### src/inc/rpd_pkg.sv
// Purpose: Constants for the rotor position detector
// Assumes: Byte-wide registers on a plain strobe port
// Notes:   Offsets are indices on the register port
package rpd_pkg;
  localparam logic [1:0] ADDR_CONTROL = 2'h0;
  localparam logic [1:0] ADDR_CONFIG  = 2'h1;
  localparam logic [1:0] ADDR_STATUS  = 2'h2;
  localparam logic [1:0] ADDR_DELAY   = 2'h3;
  localparam logic [7:0] CONTROL_RST  = 8'h00;
  localparam logic [7:0] CONFIG_RST   = 8'h00;
  localparam logic [7:0] DELAY_RST    = 8'h00;
  // detect_control fields
  localparam int CTL_SW_STOP   = 7;
  localparam int CTL_SW_START  = 6;
  localparam int CTL_TMR_STOP  = 5;
  localparam int CTL_TMR_START = 4;
  localparam int CTL_SINGLE    = 3;
  localparam int CTL_RECOUNT   = 2;
  localparam int CTL_DETMODE   = 1;
  localparam int CTL_ENABLE    = 0;
  // sampling_config fields
  localparam int CFG_CLK_HI  = 7;
  localparam int CFG_CLK_LO  = 6;
  localparam int CFG_MODE_HI = 5;
  localparam int CFG_MODE_LO = 4;
  localparam int CFG_CNT_HI  = 3;
  localparam int CFG_CNT_LO  = 0;
  // detect_result_status fields
  localparam int STA_EDGE_HI = 5;
  localparam int STA_EDGE_LO = 4;
  localparam int STA_ACTIVE  = 3;
  localparam int STA_SNAP_HI = 2;
  localparam int STA_SNAP_LO = 0;
  // Delay unit is two peripheral clocks
  localparam int DELAY_UNIT_CYC = 2;
  typedef enum logic [1:0] {
    RPD_MODE_PWM_ON,
    RPD_MODE_REGULAR,
    RPD_MODE_LOWER,
    RPD_MODE_RESERVED
  } rpd_smode_e;
endpackage : rpd_pkg

### src/verilog/rpd_sync.sv
// Purpose: Three-stage input synchroniser with agreement filter
// Assumes: Pin level may change at any time
// Notes:   Output updates when stages two and three agree
module rpd_sync #(
  parameter int WIDTH = 3
) (
  input  wire logic             mclk,
  input  wire logic             rst_b,
  input  wire logic [WIDTH-1:0] pin,
  output logic      [WIDTH-1:0] level
);
  logic [WIDTH-1:0] stage1;
  logic [WIDTH-1:0] stage2;
  logic [WIDTH-1:0] stage3;
  wire  [WIDTH-1:0] agree = ~(stage2 ^ stage3);
  wire  [WIDTH-1:0] next_level = (agree & stage3) | (~agree & level);

  always_ff @(posedge mclk or negedge rst_b) begin
    if (!rst_b) begin
      stage1 <= '0;
      stage2 <= '0;
      stage3 <= '0;
      level  <= '0;
    end else begin
      stage1 <= pin;
      stage2 <= stage1;
      stage3 <= stage2;
      level  <= next_level;
    end
  end
endmodule : rpd_sync

### src/verilog/rpd_detector.sv
// Purpose: Rotor position detection for a three-phase motor
// Assumes: PWM, lower-phase and timer triggers come from mclk logic
// Notes:   Position pins pass a three-stage synchroniser
//
// The address-and-strobe port and the register addresses were chosen for this implementation.
module rpd_detector
  import rpd_pkg::*;
#(
  parameter int CNT_W = 4
) (
  input  wire logic       mclk,
  input  wire logic       rst_b,
  input  wire logic [1:0] reg_addr,
  input  wire logic [7:0] reg_wdata,
  input  wire logic       reg_wr,
  input  wire logic       reg_rd,
  output logic      [7:0] reg_rdata,
  input  wire logic       u_phase_input,
  input  wire logic       v_phase_input,
  input  wire logic       w_phase_input,
  input  wire logic [2:0] expected_pattern,
  input  wire logic       pwm_on,
  input  wire logic [2:0] lower_on,
  input  wire logic       timer2_trigger,
  input  wire logic       timer3_trigger,
  output logic            position_detect_irq,
  output logic            sampling_active
);
  if (CNT_W != 4) begin : g_cnt_w_check
    $error("rpd_detector: CNT_W must be 4");
  end

  logic [7:0]       detect_control;
  logic [7:0]       sampling_config;
  logic [7:0]       sampling_delay;
  logic [1:0]       edge_result_field;
  logic [2:0]       start_snapshot_field;
  logic [CNT_W-1:0] match_count;
  logic [3:0]       prescale;
  logic [8:0]       delay_cnt;
  logic             delay_done;
  logic             seen_mismatch;
  logic             pwm_q;
  logic             found_on;
  logic             found_off;
  logic [2:0]       held_pos;
  logic [2:0]       pos_sync;
  logic [2:0]       lower_q;
  logic [8:0]       lower_cnt [3];
  logic [2:0]       lower_done;

  // Synchronised position pins
  rpd_sync #(.WIDTH(3)) u_sync (
    .mclk  (mclk),
    .rst_b (rst_b),
    .pin   ({w_phase_input, v_phase_input, u_phase_input}),
    .level (pos_sync)
  );

  // Register decode
  wire wr_ctl   = reg_wr && (reg_addr == ADDR_CONTROL);
  wire wr_cfg   = reg_wr && (reg_addr == ADDR_CONFIG);
  wire wr_delay = reg_wr && (reg_addr == ADDR_DELAY);

  // Control fields
  wire        func_en     = detect_control[CTL_ENABLE];
  wire        change_mode = detect_control[CTL_DETMODE];
  wire        recount_bit = detect_control[CTL_RECOUNT];
  wire        single_in   = detect_control[CTL_SINGLE];
  wire [1:0]  clk_sel     = sampling_config[CFG_CLK_HI:CFG_CLK_LO];
  wire [1:0]  smode_raw   = sampling_config[CFG_MODE_HI:CFG_MODE_LO];
  wire [3:0]  cnt_raw     = sampling_config[CFG_CNT_HI:CFG_CNT_LO];
  rpd_smode_e smode;
  assign smode = rpd_smode_e'(smode_raw);

  // Starts and stops
  wire sw_start = wr_ctl && reg_wdata[CTL_SW_START];
  wire sw_stop  = wr_ctl && reg_wdata[CTL_SW_STOP];
  wire tm_start = timer2_trigger && detect_control[CTL_TMR_START];
  wire tm_stop  = timer3_trigger && detect_control[CTL_TMR_STOP];
  wire en_now    = wr_ctl ? reg_wdata[CTL_ENABLE] : func_en;
  wire start_req = en_now && (sw_start || tm_start);
  wire stop_req  = sw_stop || tm_stop || !en_now;

  // Count 0 treated as 1
  wire [CNT_W-1:0] target =
    (cnt_raw == 4'h0) ? CNT_W'(1) : cnt_raw;

  // Sampling period tick
  function automatic logic tick_of(input logic [1:0] sel,
                                   input logic [3:0] pre);
    case (sel)
      2'h0:    tick_of = pre[0] == 1'b1;
      2'h1:    tick_of = pre[1:0] == 2'h3;
      2'h2:    tick_of = pre[2:0] == 3'h7;
      default: tick_of = pre == 4'hF;
    endcase
  endfunction
  wire tick = tick_of(clk_sel, prescale);

  // Delay after PWM turn-on
  wire pwm_rise = pwm_on && !pwm_q;
  wire pwm_fall = !pwm_on && pwm_q;
  wire [8:0] delay_target =
    9'(sampling_delay) * 9'(DELAY_UNIT_CYC);
  wire [2:0] lower_rise = lower_on & ~lower_q;

  // Delay reached once the count meets the target
  function automatic logic delay_reached(input logic [8:0] cnt,
                                         input logic [8:0] lim);
    delay_reached = (cnt + 9'h001) >= lim;
  endfunction

  logic next_delay_done;
  always_comb begin
    if (pwm_rise) begin
      next_delay_done = delay_target == 9'h000;
    end else begin
      next_delay_done = delay_done || delay_reached(delay_cnt, delay_target);
    end
  end
  wire [3:0] next_prescale  = start_req ? 4'h0 : prescale + 4'h1;
  wire [8:0] next_delay_cnt =
    pwm_rise ? 9'h000 : delay_cnt + 9'(!delay_done);

  // Per-phase sampling windows
  logic [2:0] phase_gate;
  always_comb begin
    case (smode)
      RPD_MODE_PWM_ON:
        phase_gate = {3{pwm_on && pwm_q && delay_done}};
      RPD_MODE_REGULAR: phase_gate = 3'h7;
      RPD_MODE_LOWER:   phase_gate = lower_on & lower_q & lower_done;
      default:          phase_gate = 3'h0;
    endcase
  end

  // Held input per phase: lower mode keeps last sample
  wire [2:0] next_held = (phase_gate & pos_sync) | (~phase_gate & held_pos);
  wire       any_gate  = |phase_gate;
  wire       do_sample = sampling_active && tick && any_gate;

  // Compare mask for single input
  wire [2:0] cmp_mask  = single_in ? 3'h1 : 3'h7;
  wire [2:0] ref_val   = change_mode ? start_snapshot_field
                                     : expected_pattern;
  wire       equal     = ((next_held ^ ref_val) & cmp_mask) == 3'h0;
  wire       hit       = change_mode ? !equal
                                     : (equal && seen_mismatch);
  wire       miss_seen = !change_mode && !equal;

  wire count_full = do_sample && hit && (match_count + CNT_W'(1) >= target);
  wire detect     = count_full;

  // Match counter next value
  logic [CNT_W-1:0] next_count;
  always_comb begin
    if (start_req || detect) begin
      next_count = '0;
    end else if (recount_bit && pwm_fall && smode != RPD_MODE_REGULAR) begin
      next_count = '0;
    end else if (!do_sample) begin
      next_count = match_count;
    end else if (hit) begin
      next_count = match_count + CNT_W'(1);
    end else begin
      next_count = '0;
    end
  end

  // Edge result: bit 1 falling side, bit 0 rising side
  wire [1:0] next_edge = {found_off, found_on};

  // Status and read data
  wire [7:0] status_word = {2'h0, edge_result_field, sampling_active,
                            start_snapshot_field};
  wire [7:0] ctl_readback = {2'h0, detect_control[5:0]};
  logic [7:0] next_rdata;
  always_comb begin
    case (reg_addr)
      ADDR_CONTROL: next_rdata = ctl_readback;
      ADDR_CONFIG:  next_rdata = sampling_config;
      ADDR_STATUS:  next_rdata = status_word;
      default:      next_rdata = sampling_delay;
    endcase
  end

  // Register file
  always_ff @(posedge mclk or negedge rst_b) begin
    if (!rst_b) begin
      detect_control  <= CONTROL_RST;
      sampling_config <= CONFIG_RST;
      sampling_delay  <= DELAY_RST;
    end else begin
      if (wr_ctl) begin
        detect_control <= {2'h0, reg_wdata[5:0]};
      end
      if (wr_cfg) begin
        sampling_config <= reg_wdata;
      end
      if (wr_delay) begin
        sampling_delay <= reg_wdata;
      end
    end
  end

  // Read data, zero outside the answer cycle
  always_ff @(posedge mclk or negedge rst_b) begin
    if (!rst_b) begin
      reg_rdata <= 8'h00;
    end else if (reg_rd) begin
      reg_rdata <= next_rdata;
    end else begin
      reg_rdata <= 8'h00;
    end
  end

  // PWM edge, prescaler and turn-on delay
  always_ff @(posedge mclk or negedge rst_b) begin
    if (!rst_b) begin
      pwm_q      <= 1'b0;
      prescale   <= 4'h0;
      delay_cnt  <= 9'h000;
      delay_done <= 1'b0;
    end else begin
      pwm_q      <= pwm_on;
      prescale   <= next_prescale;
      delay_cnt  <= next_delay_cnt;
      delay_done <= next_delay_done;
    end
  end

  // Lower-phase delay, one counter per phase
  always_ff @(posedge mclk or negedge rst_b) begin
    if (!rst_b) begin
      lower_q    <= 3'h0;
      lower_done <= 3'h0;
      for (int i = 0; i < 3; i++) begin
        lower_cnt[i] <= 9'h000;
      end
    end else begin
      lower_q <= lower_on;
      for (int i = 0; i < 3; i++) begin
        if (lower_rise[i]) begin
          lower_cnt[i]  <= 9'h000;
          lower_done[i] <= delay_target == 9'h000;
        end else if (!lower_done[i]) begin
          lower_cnt[i]  <= lower_cnt[i] + 9'h001;
          lower_done[i] <= delay_reached(lower_cnt[i], delay_target);
        end
      end
    end
  end

  // Sampling state
  always_ff @(posedge mclk or negedge rst_b) begin
    if (!rst_b) begin
      sampling_active <= 1'b0;
    end else if (detect || stop_req) begin
      sampling_active <= 1'b0;
    end else if (start_req) begin
      sampling_active <= 1'b1;
    end
  end

  // Snapshot, held inputs and match counter
  always_ff @(posedge mclk or negedge rst_b) begin
    if (!rst_b) begin
      start_snapshot_field <= 3'h0;
      held_pos             <= 3'h0;
      seen_mismatch        <= 1'b0;
      match_count          <= '0;
    end else begin
      if (start_req && change_mode) begin
        start_snapshot_field <= pos_sync;
      end
      if (start_req) begin
        held_pos      <= pos_sync;
        seen_mismatch <= 1'b0;
      end else begin
        held_pos      <= next_held;
        seen_mismatch <= seen_mismatch || (do_sample && miss_seen);
      end
      match_count   <= next_count;
    end
  end

  // Edge result
  always_ff @(posedge mclk or negedge rst_b) begin
    if (!rst_b) begin
      found_on          <= 1'b0;
      found_off         <= 1'b0;
      edge_result_field <= 2'h0;
    end else begin
      if (start_req || detect) begin
        found_on  <= 1'b0;
        found_off <= 1'b0;
      end else begin
        if (pwm_rise && sampling_active) begin
          found_on <= 1'b1;
        end
        if (pwm_fall && sampling_active) begin
          found_off <= 1'b1;
        end
      end
      if (detect) begin
        edge_result_field <= next_edge;
      end
    end
  end

  // Detection request pulse
  always_ff @(posedge mclk or negedge rst_b) begin
    if (!rst_b) begin
      position_detect_irq <= 1'b0;
    end else begin
      position_detect_irq <= detect;
    end
  end
endmodule : rpd_detector

### config.mk
export PLATFORM = sky130hd
export DESIGN_NAME = rpd_detector
export DESIGN_NICKNAME = d
export VERILOG_FILES = /design/src/inc/rpd_pkg.sv /design/src/verilog/rpd_sync.sv /design/src/verilog/rpd_detector.sv
export SDC_FILE = /design/constraint.sdc
export NUM_CORES = 1
export LEC_CHECK = 0
export ABC_AREA = 1
export BUFFER_PORTS_ARGS = -buffer_cell sky130_fd_sc_hd__buf_2
export CAP_MARGIN = 20
export CORE_UTILIZATION = 56
export DETAILED_ROUTE_END_ITERATION = 8
export GPL_TIMING_DRIVEN = 0
export MAX_ROUTING_LAYER = met4
export PLACE_DENSITY = 0.82
export SYNTH_ARGS = -nofsm -noshare
export SYNTH_HDL_FRONTEND = slang
export SYNTH_HIERARCHICAL = 1
export SYNTH_SLANG_ARGS = --single-unit
### constraint.sdc
create_clock -name mclk -period 4.25 [get_ports mclk]
set_input_delay 0.425 -clock mclk [delete_from_list [all_inputs] [get_ports mclk]]
set_output_delay 0.425 -clock mclk [all_outputs]
set_load 0.02 [all_outputs]
# Word level (Yosys, flattened, before mapping)
# Cells that the tools add are included.
[word_totals]
regBits = 107
in_bits = 26
out_inout_bits = 10
[classes]
n_addsub = 7
order_cmp = 5
n_eq_ne = 14
muxes = 36
bitwise = 16
n_reduce_logical = 48
[op_table]
columns = ["op", "n"]
rows = [
  ["$mux 9", 7],
  ["$add 9x1->9 const B", 4],
  ["$ge 9x9->1", 4],
  ["$and 3x3->3", 8],
  ["$logic_and 1x1->1", 24],
  ["$mux 4", 6],
  ["$pmux 8 s3", 1],
  ["$mux 1", 16],
  ["$not 3->3", 4],
  ["$eq 2x2->1 const B", 5],
  ["$add 9x1->9", 1],
  ["$logic_not 9->1", 1],
  ["$mux 3", 3],
  ["$pmux 3 s3", 1],
  ["$add 4x1->4 const B", 2],
  ["$mux 8", 1],
  ["$ne 2x1->1 const B", 4],
  ["$logic_or 1x1->1", 7],
  ["$eq 2x1->1 const B", 3],
  ["$logic_not 1->1", 6],
  ["$logic_not 2->1", 3],
  ["$or 3x3->3", 2],
  ["$reduce_bool 2->1", 3],
  ["$xor 3x3->3", 2],
  ["other kinds (8)", 8],
]

# Logic depth before layout (Yosys ltp)
[logic_depth]
word_depth = 15
ltp_mapped = 15
depth_no_buf = 15

# Modules after synthesis
# The synthesis kept the hierarchy.
[by_module_without_submodules]
columns = ["module", "n_inst", "cells_per_inst", "area_each_um2", "seq_area_each_um2"]
rows = [
  ["rpd_detector", 1, 691, 5600.4, 2377.3],
  ["rpd_sync", 1, 24, 349.1, 300.3],
]

# Least setup slack after synthesis
# Ideal clock, no wire load.
[synth_timing]
kind = "register to register"
start = "register lower_cnt[20] (netlist bit)"
end = "register lower_done[0]"
arrival_ps = 1936
setup_slack_ps = 2185
stages_incl_launch_ff = 15
path_buffers = 0
cell_sequence = "dfrtp_1 inv_1 nor3_1 nand2_1 nor3_1 nand2_1 xor2_1 inv_1 ha_1 nand2_1 inv_1 nand4_1 o2111ai_1 o21ai_0 o21ai_0"
[synth_between]
elab_chain_cells = 4
[synth_rtl]
columns = ["item", "line", "rtl"]
rows = [
  ["start, declared", "rpd_detector.sv:49", "logic [8:0] lower_cnt [3];"],
  ["start signal, assigned by index", "rpd_detector.sv:248", "lower_cnt[i] <= lower_cnt[i] + 9'h001;"],
  ["$add 9x1->9", "rpd_detector.sv:111", "delay_reached = (cnt + 9'h001) >= lim;"],
  ["$ge 9x9->1", "rpd_detector.sv:111", ""],
  ["$mux 1", "rpd_detector.sv:247", "end else if (!lower_done[i]) begin"],
  ["$mux 1", "rpd_detector.sv:244", "if (lower_rise[i]) begin"],
  ["end signal, assigned by index", "rpd_detector.sv:249", "lower_done[i] <= delay_reached(lower_cnt[i], delay_target);"],
  ["end, declared", "rpd_detector.sv:50", "logic [2:0] lower_done;"],
]
# Every way passes these cells.
# A chain may end at the register's enable or synchronous reset.

# Final worst setup path
[layout_timing]
start = "register lower_cnt[11] (netlist bit)"
end = "register lower_done[1]"
# Same word-level chain as after synthesis.

==> metrics.cfg <==
[yosys]
synth_simple_gate_area_share_pct=20.5
synthCells=715
yosys.area.top_type=dfrtp_1
netlist_top_cells_count=inv_1 (134), nand2_1 (129), dfrtp_1 (107), o21ai_0 (60), nor2_1 (57)
synth_top_area_share_pct=45.0
synth-seq-cells=107
synth.area.mux_share_pct=0
synth_cell_types=35
synth_fa_ha_area_share_pct=9.46
synth_area_leaders=dfrtp_1 (45%), ha_1 (9.5%), inv_1 (8.5%)
synthesis.area_um2=5950
async_flop_share_pct=100
yosysSeqAreaShare_pct=45.0
synth-edff-count=0
synth_compound_area_share_pct=12.1
synth_flop_cell=dfrtp_1
ys_warn_count=6
synth_top_family_by_area=simple AND/OR/NAND/NOR gates
synth_fp_nets=786
synth.most_common_cell=inv_1
syn_avg_cell_area_um2=8.32
synth_xor_area_share_pct=3.97

[critical_path]
cpMaxStageDelayCell=dfrtp_1
start_kind=register
path_max_fanout=3
worst_ep_arrival_time_ns=2.68
crit_top_cell=inv_1
cpPeakStageDelay_ns=0.40
path_class=reg -> reg
crit_family=simple AND/OR/NAND/NOR gates
required_ns=4.53
end_kind=register
crit_buf_inv=3
cp_cell_sequence=inv_1 -> nor3_1 -> nand3_1 -> nor2_1 -> nand2_1 -> xor2_1 -> inv_1 -> ha_1 -> nand2_1 -> inv_1 -> nand4_1 -> o2111ai_1 -> o21ai_0 -> o21ai_0

[die]
num_rows=37
core_um2=10300
die_width_um=105
start_util_pct=57.6
pin_count=36
die-area_um2=11000
die_height_um=105

[global_route]
grt_max_degree=73
grt.overflow.total=0
grt_first_pass_wirelength_um=22900
grt_antenna_before_repair=0
grt_pass1_vias=4995
grtUsageTotal_pct=27.5

[sta]
max_slew_margin_pct=56.2
period_needed_ns=2.40
rsz0062_at_grt=false
clock_skew_ns=0.00887
max_freq_ghz=0.416
hold_viol_final=0
setup_viol=0
tightest_slew_ns=0.652
slew_viol_final=0
holdWs_ns=0.137
fin_crit_sh_pct=56.6
setup-tns-final_ns=0

[power]
totalPowerFinal_w=0.00295
ir_worst_vdd_v=0.000314
p_leak_nw=3.46
power.density_nw_per_um2=452

[clock_network]
tritoncts=yes
ctsRootBufferMaster=clkbuf_8
cts_made_buffers=9
cts_max_level=3
postCtsHoldBufs=1
cts-resized-gates=0
clk_pin_slew_ns=0.10
clkLatencyLatePin_ns=0.39
cts_setup_buffers=0
clock-sinks=107
clockBufferDepth=2

[finish]
nNetsFinal=834
antenna_cells=0
layout-drive-gt1-share_pct=10.6
area_growth_pct=9.70

[outcome]
status=complete, no violations

[routing]
viasPerCell=5.41
routed_wl_um=13300
drtIter0Drc=323
first_pass_iters=5
post_drt_wl_per_cell_um=14.7
drc=0
vias=4887
antenna_left=0

[placed_design]
gp_congestion=0.892
dp_hpwl_um=10200
io_buffers=35

[min_path]
hold_class=in -> reg

[run]
drv_cap=0

-- cell usage in the layout, fill, tap and decap left out, types with 4 or more instances in the layout --
cell and n:
nor2_2 8, nand4_1 16, clkinvlp_4 5, ha_1 45, nor2_1 57, nor3_1 9
dfrtp_1 107, o22ai_1 15, o211ai_1 6, inv_2 5, inv_1 134, o21ai_1 6
buf_2 35, nand2_2 4, o2111ai_1 6, o21a_1 4, nand2_1 129, o21ai_0 60
nand3_1 29, clkbuf_8 9, xor2_1 27, a21oi_1 21
-- layout make-up --
cell class                 instances  area (µm²)
multi-input combinational        465        2730
timing repair buffer              37         215
clock buffer                       9         124
inverter                         139         522
clock inverter                     6        67.6
sequential                       107        2680
fill                             871        3800
buffer                             4        16.3
tap                              136         170
-- state kept, by name, indices dropped and copies added, names as in the netlist, 4 cells and up, named ones only --
name / flops
sampling_config: 8
sampling_delay: 8
reg_rdata: 8
detect_control: 6
delay_cnt: 9
prescale: 4
match_count: 4
lower_cnt: 27
-- through the flow --
stage / setup WS [ns] / instances / instance area, µm² / util, %
final: 1.85 / 903 / 6530 / 63.2
after global routing: 1.55 / 903 / 6530 / 63.2
after CTS: 1.87 / 903 / 6530 / 63.2
after detailed placement: 1.90 / 887 / 6320 / 61.3
after global placement: 1.61 / 886 / 6290 / 61.0
after floorplan: 2.18 / 715 / 5950 / -
-- worst paths after layout --
path	cells after the start	slack, ns	end	from
worst max-delay path	14	1.85	lower_done[1]	lower_cnt[11]
worst min-delay path	1	0.14	u_sync/stage1[0]	u_phase_input
worst max register to register	14	1.85	lower_done[1]	lower_cnt[11]
worst min register to register	0	0.36	u_sync/stage2[2]	u_sync/stage1[2]
max in group asynchronous	3	3.00	edge_result_field[0]	rst_b
min in group asynchronous	2	0.53	lower_cnt[11]	rst_b
-- power breakdown --
group          total [W]  leakage [nW]  switching (W)  internal, W
clock           0.000622        0.0796       0.000354     0.000268
combinational   0.000966          2.00       0.000593     0.000374
sequential       0.00136          1.38       0.000160      0.00120
-- kinds of logic after synthesis --
kind of cell / after synthesis
buf+inv: 143
compound gates: 126
flops: 107
simple gates: 267
fa+ha+maj: 45
xor+xnor: 27
-- routing by layer --
layer  vias to the layer above  part of all wire (%)  GRT usage (%)
met2                       115                    49           44.8
met5                         -                     0              -
met3                        26                   4.4           6.86
met1                      2322                    44           33.3
met4                         0                   2.0           9.26
li1                       2424                     -              -
(Power assumes the default switching activity.)
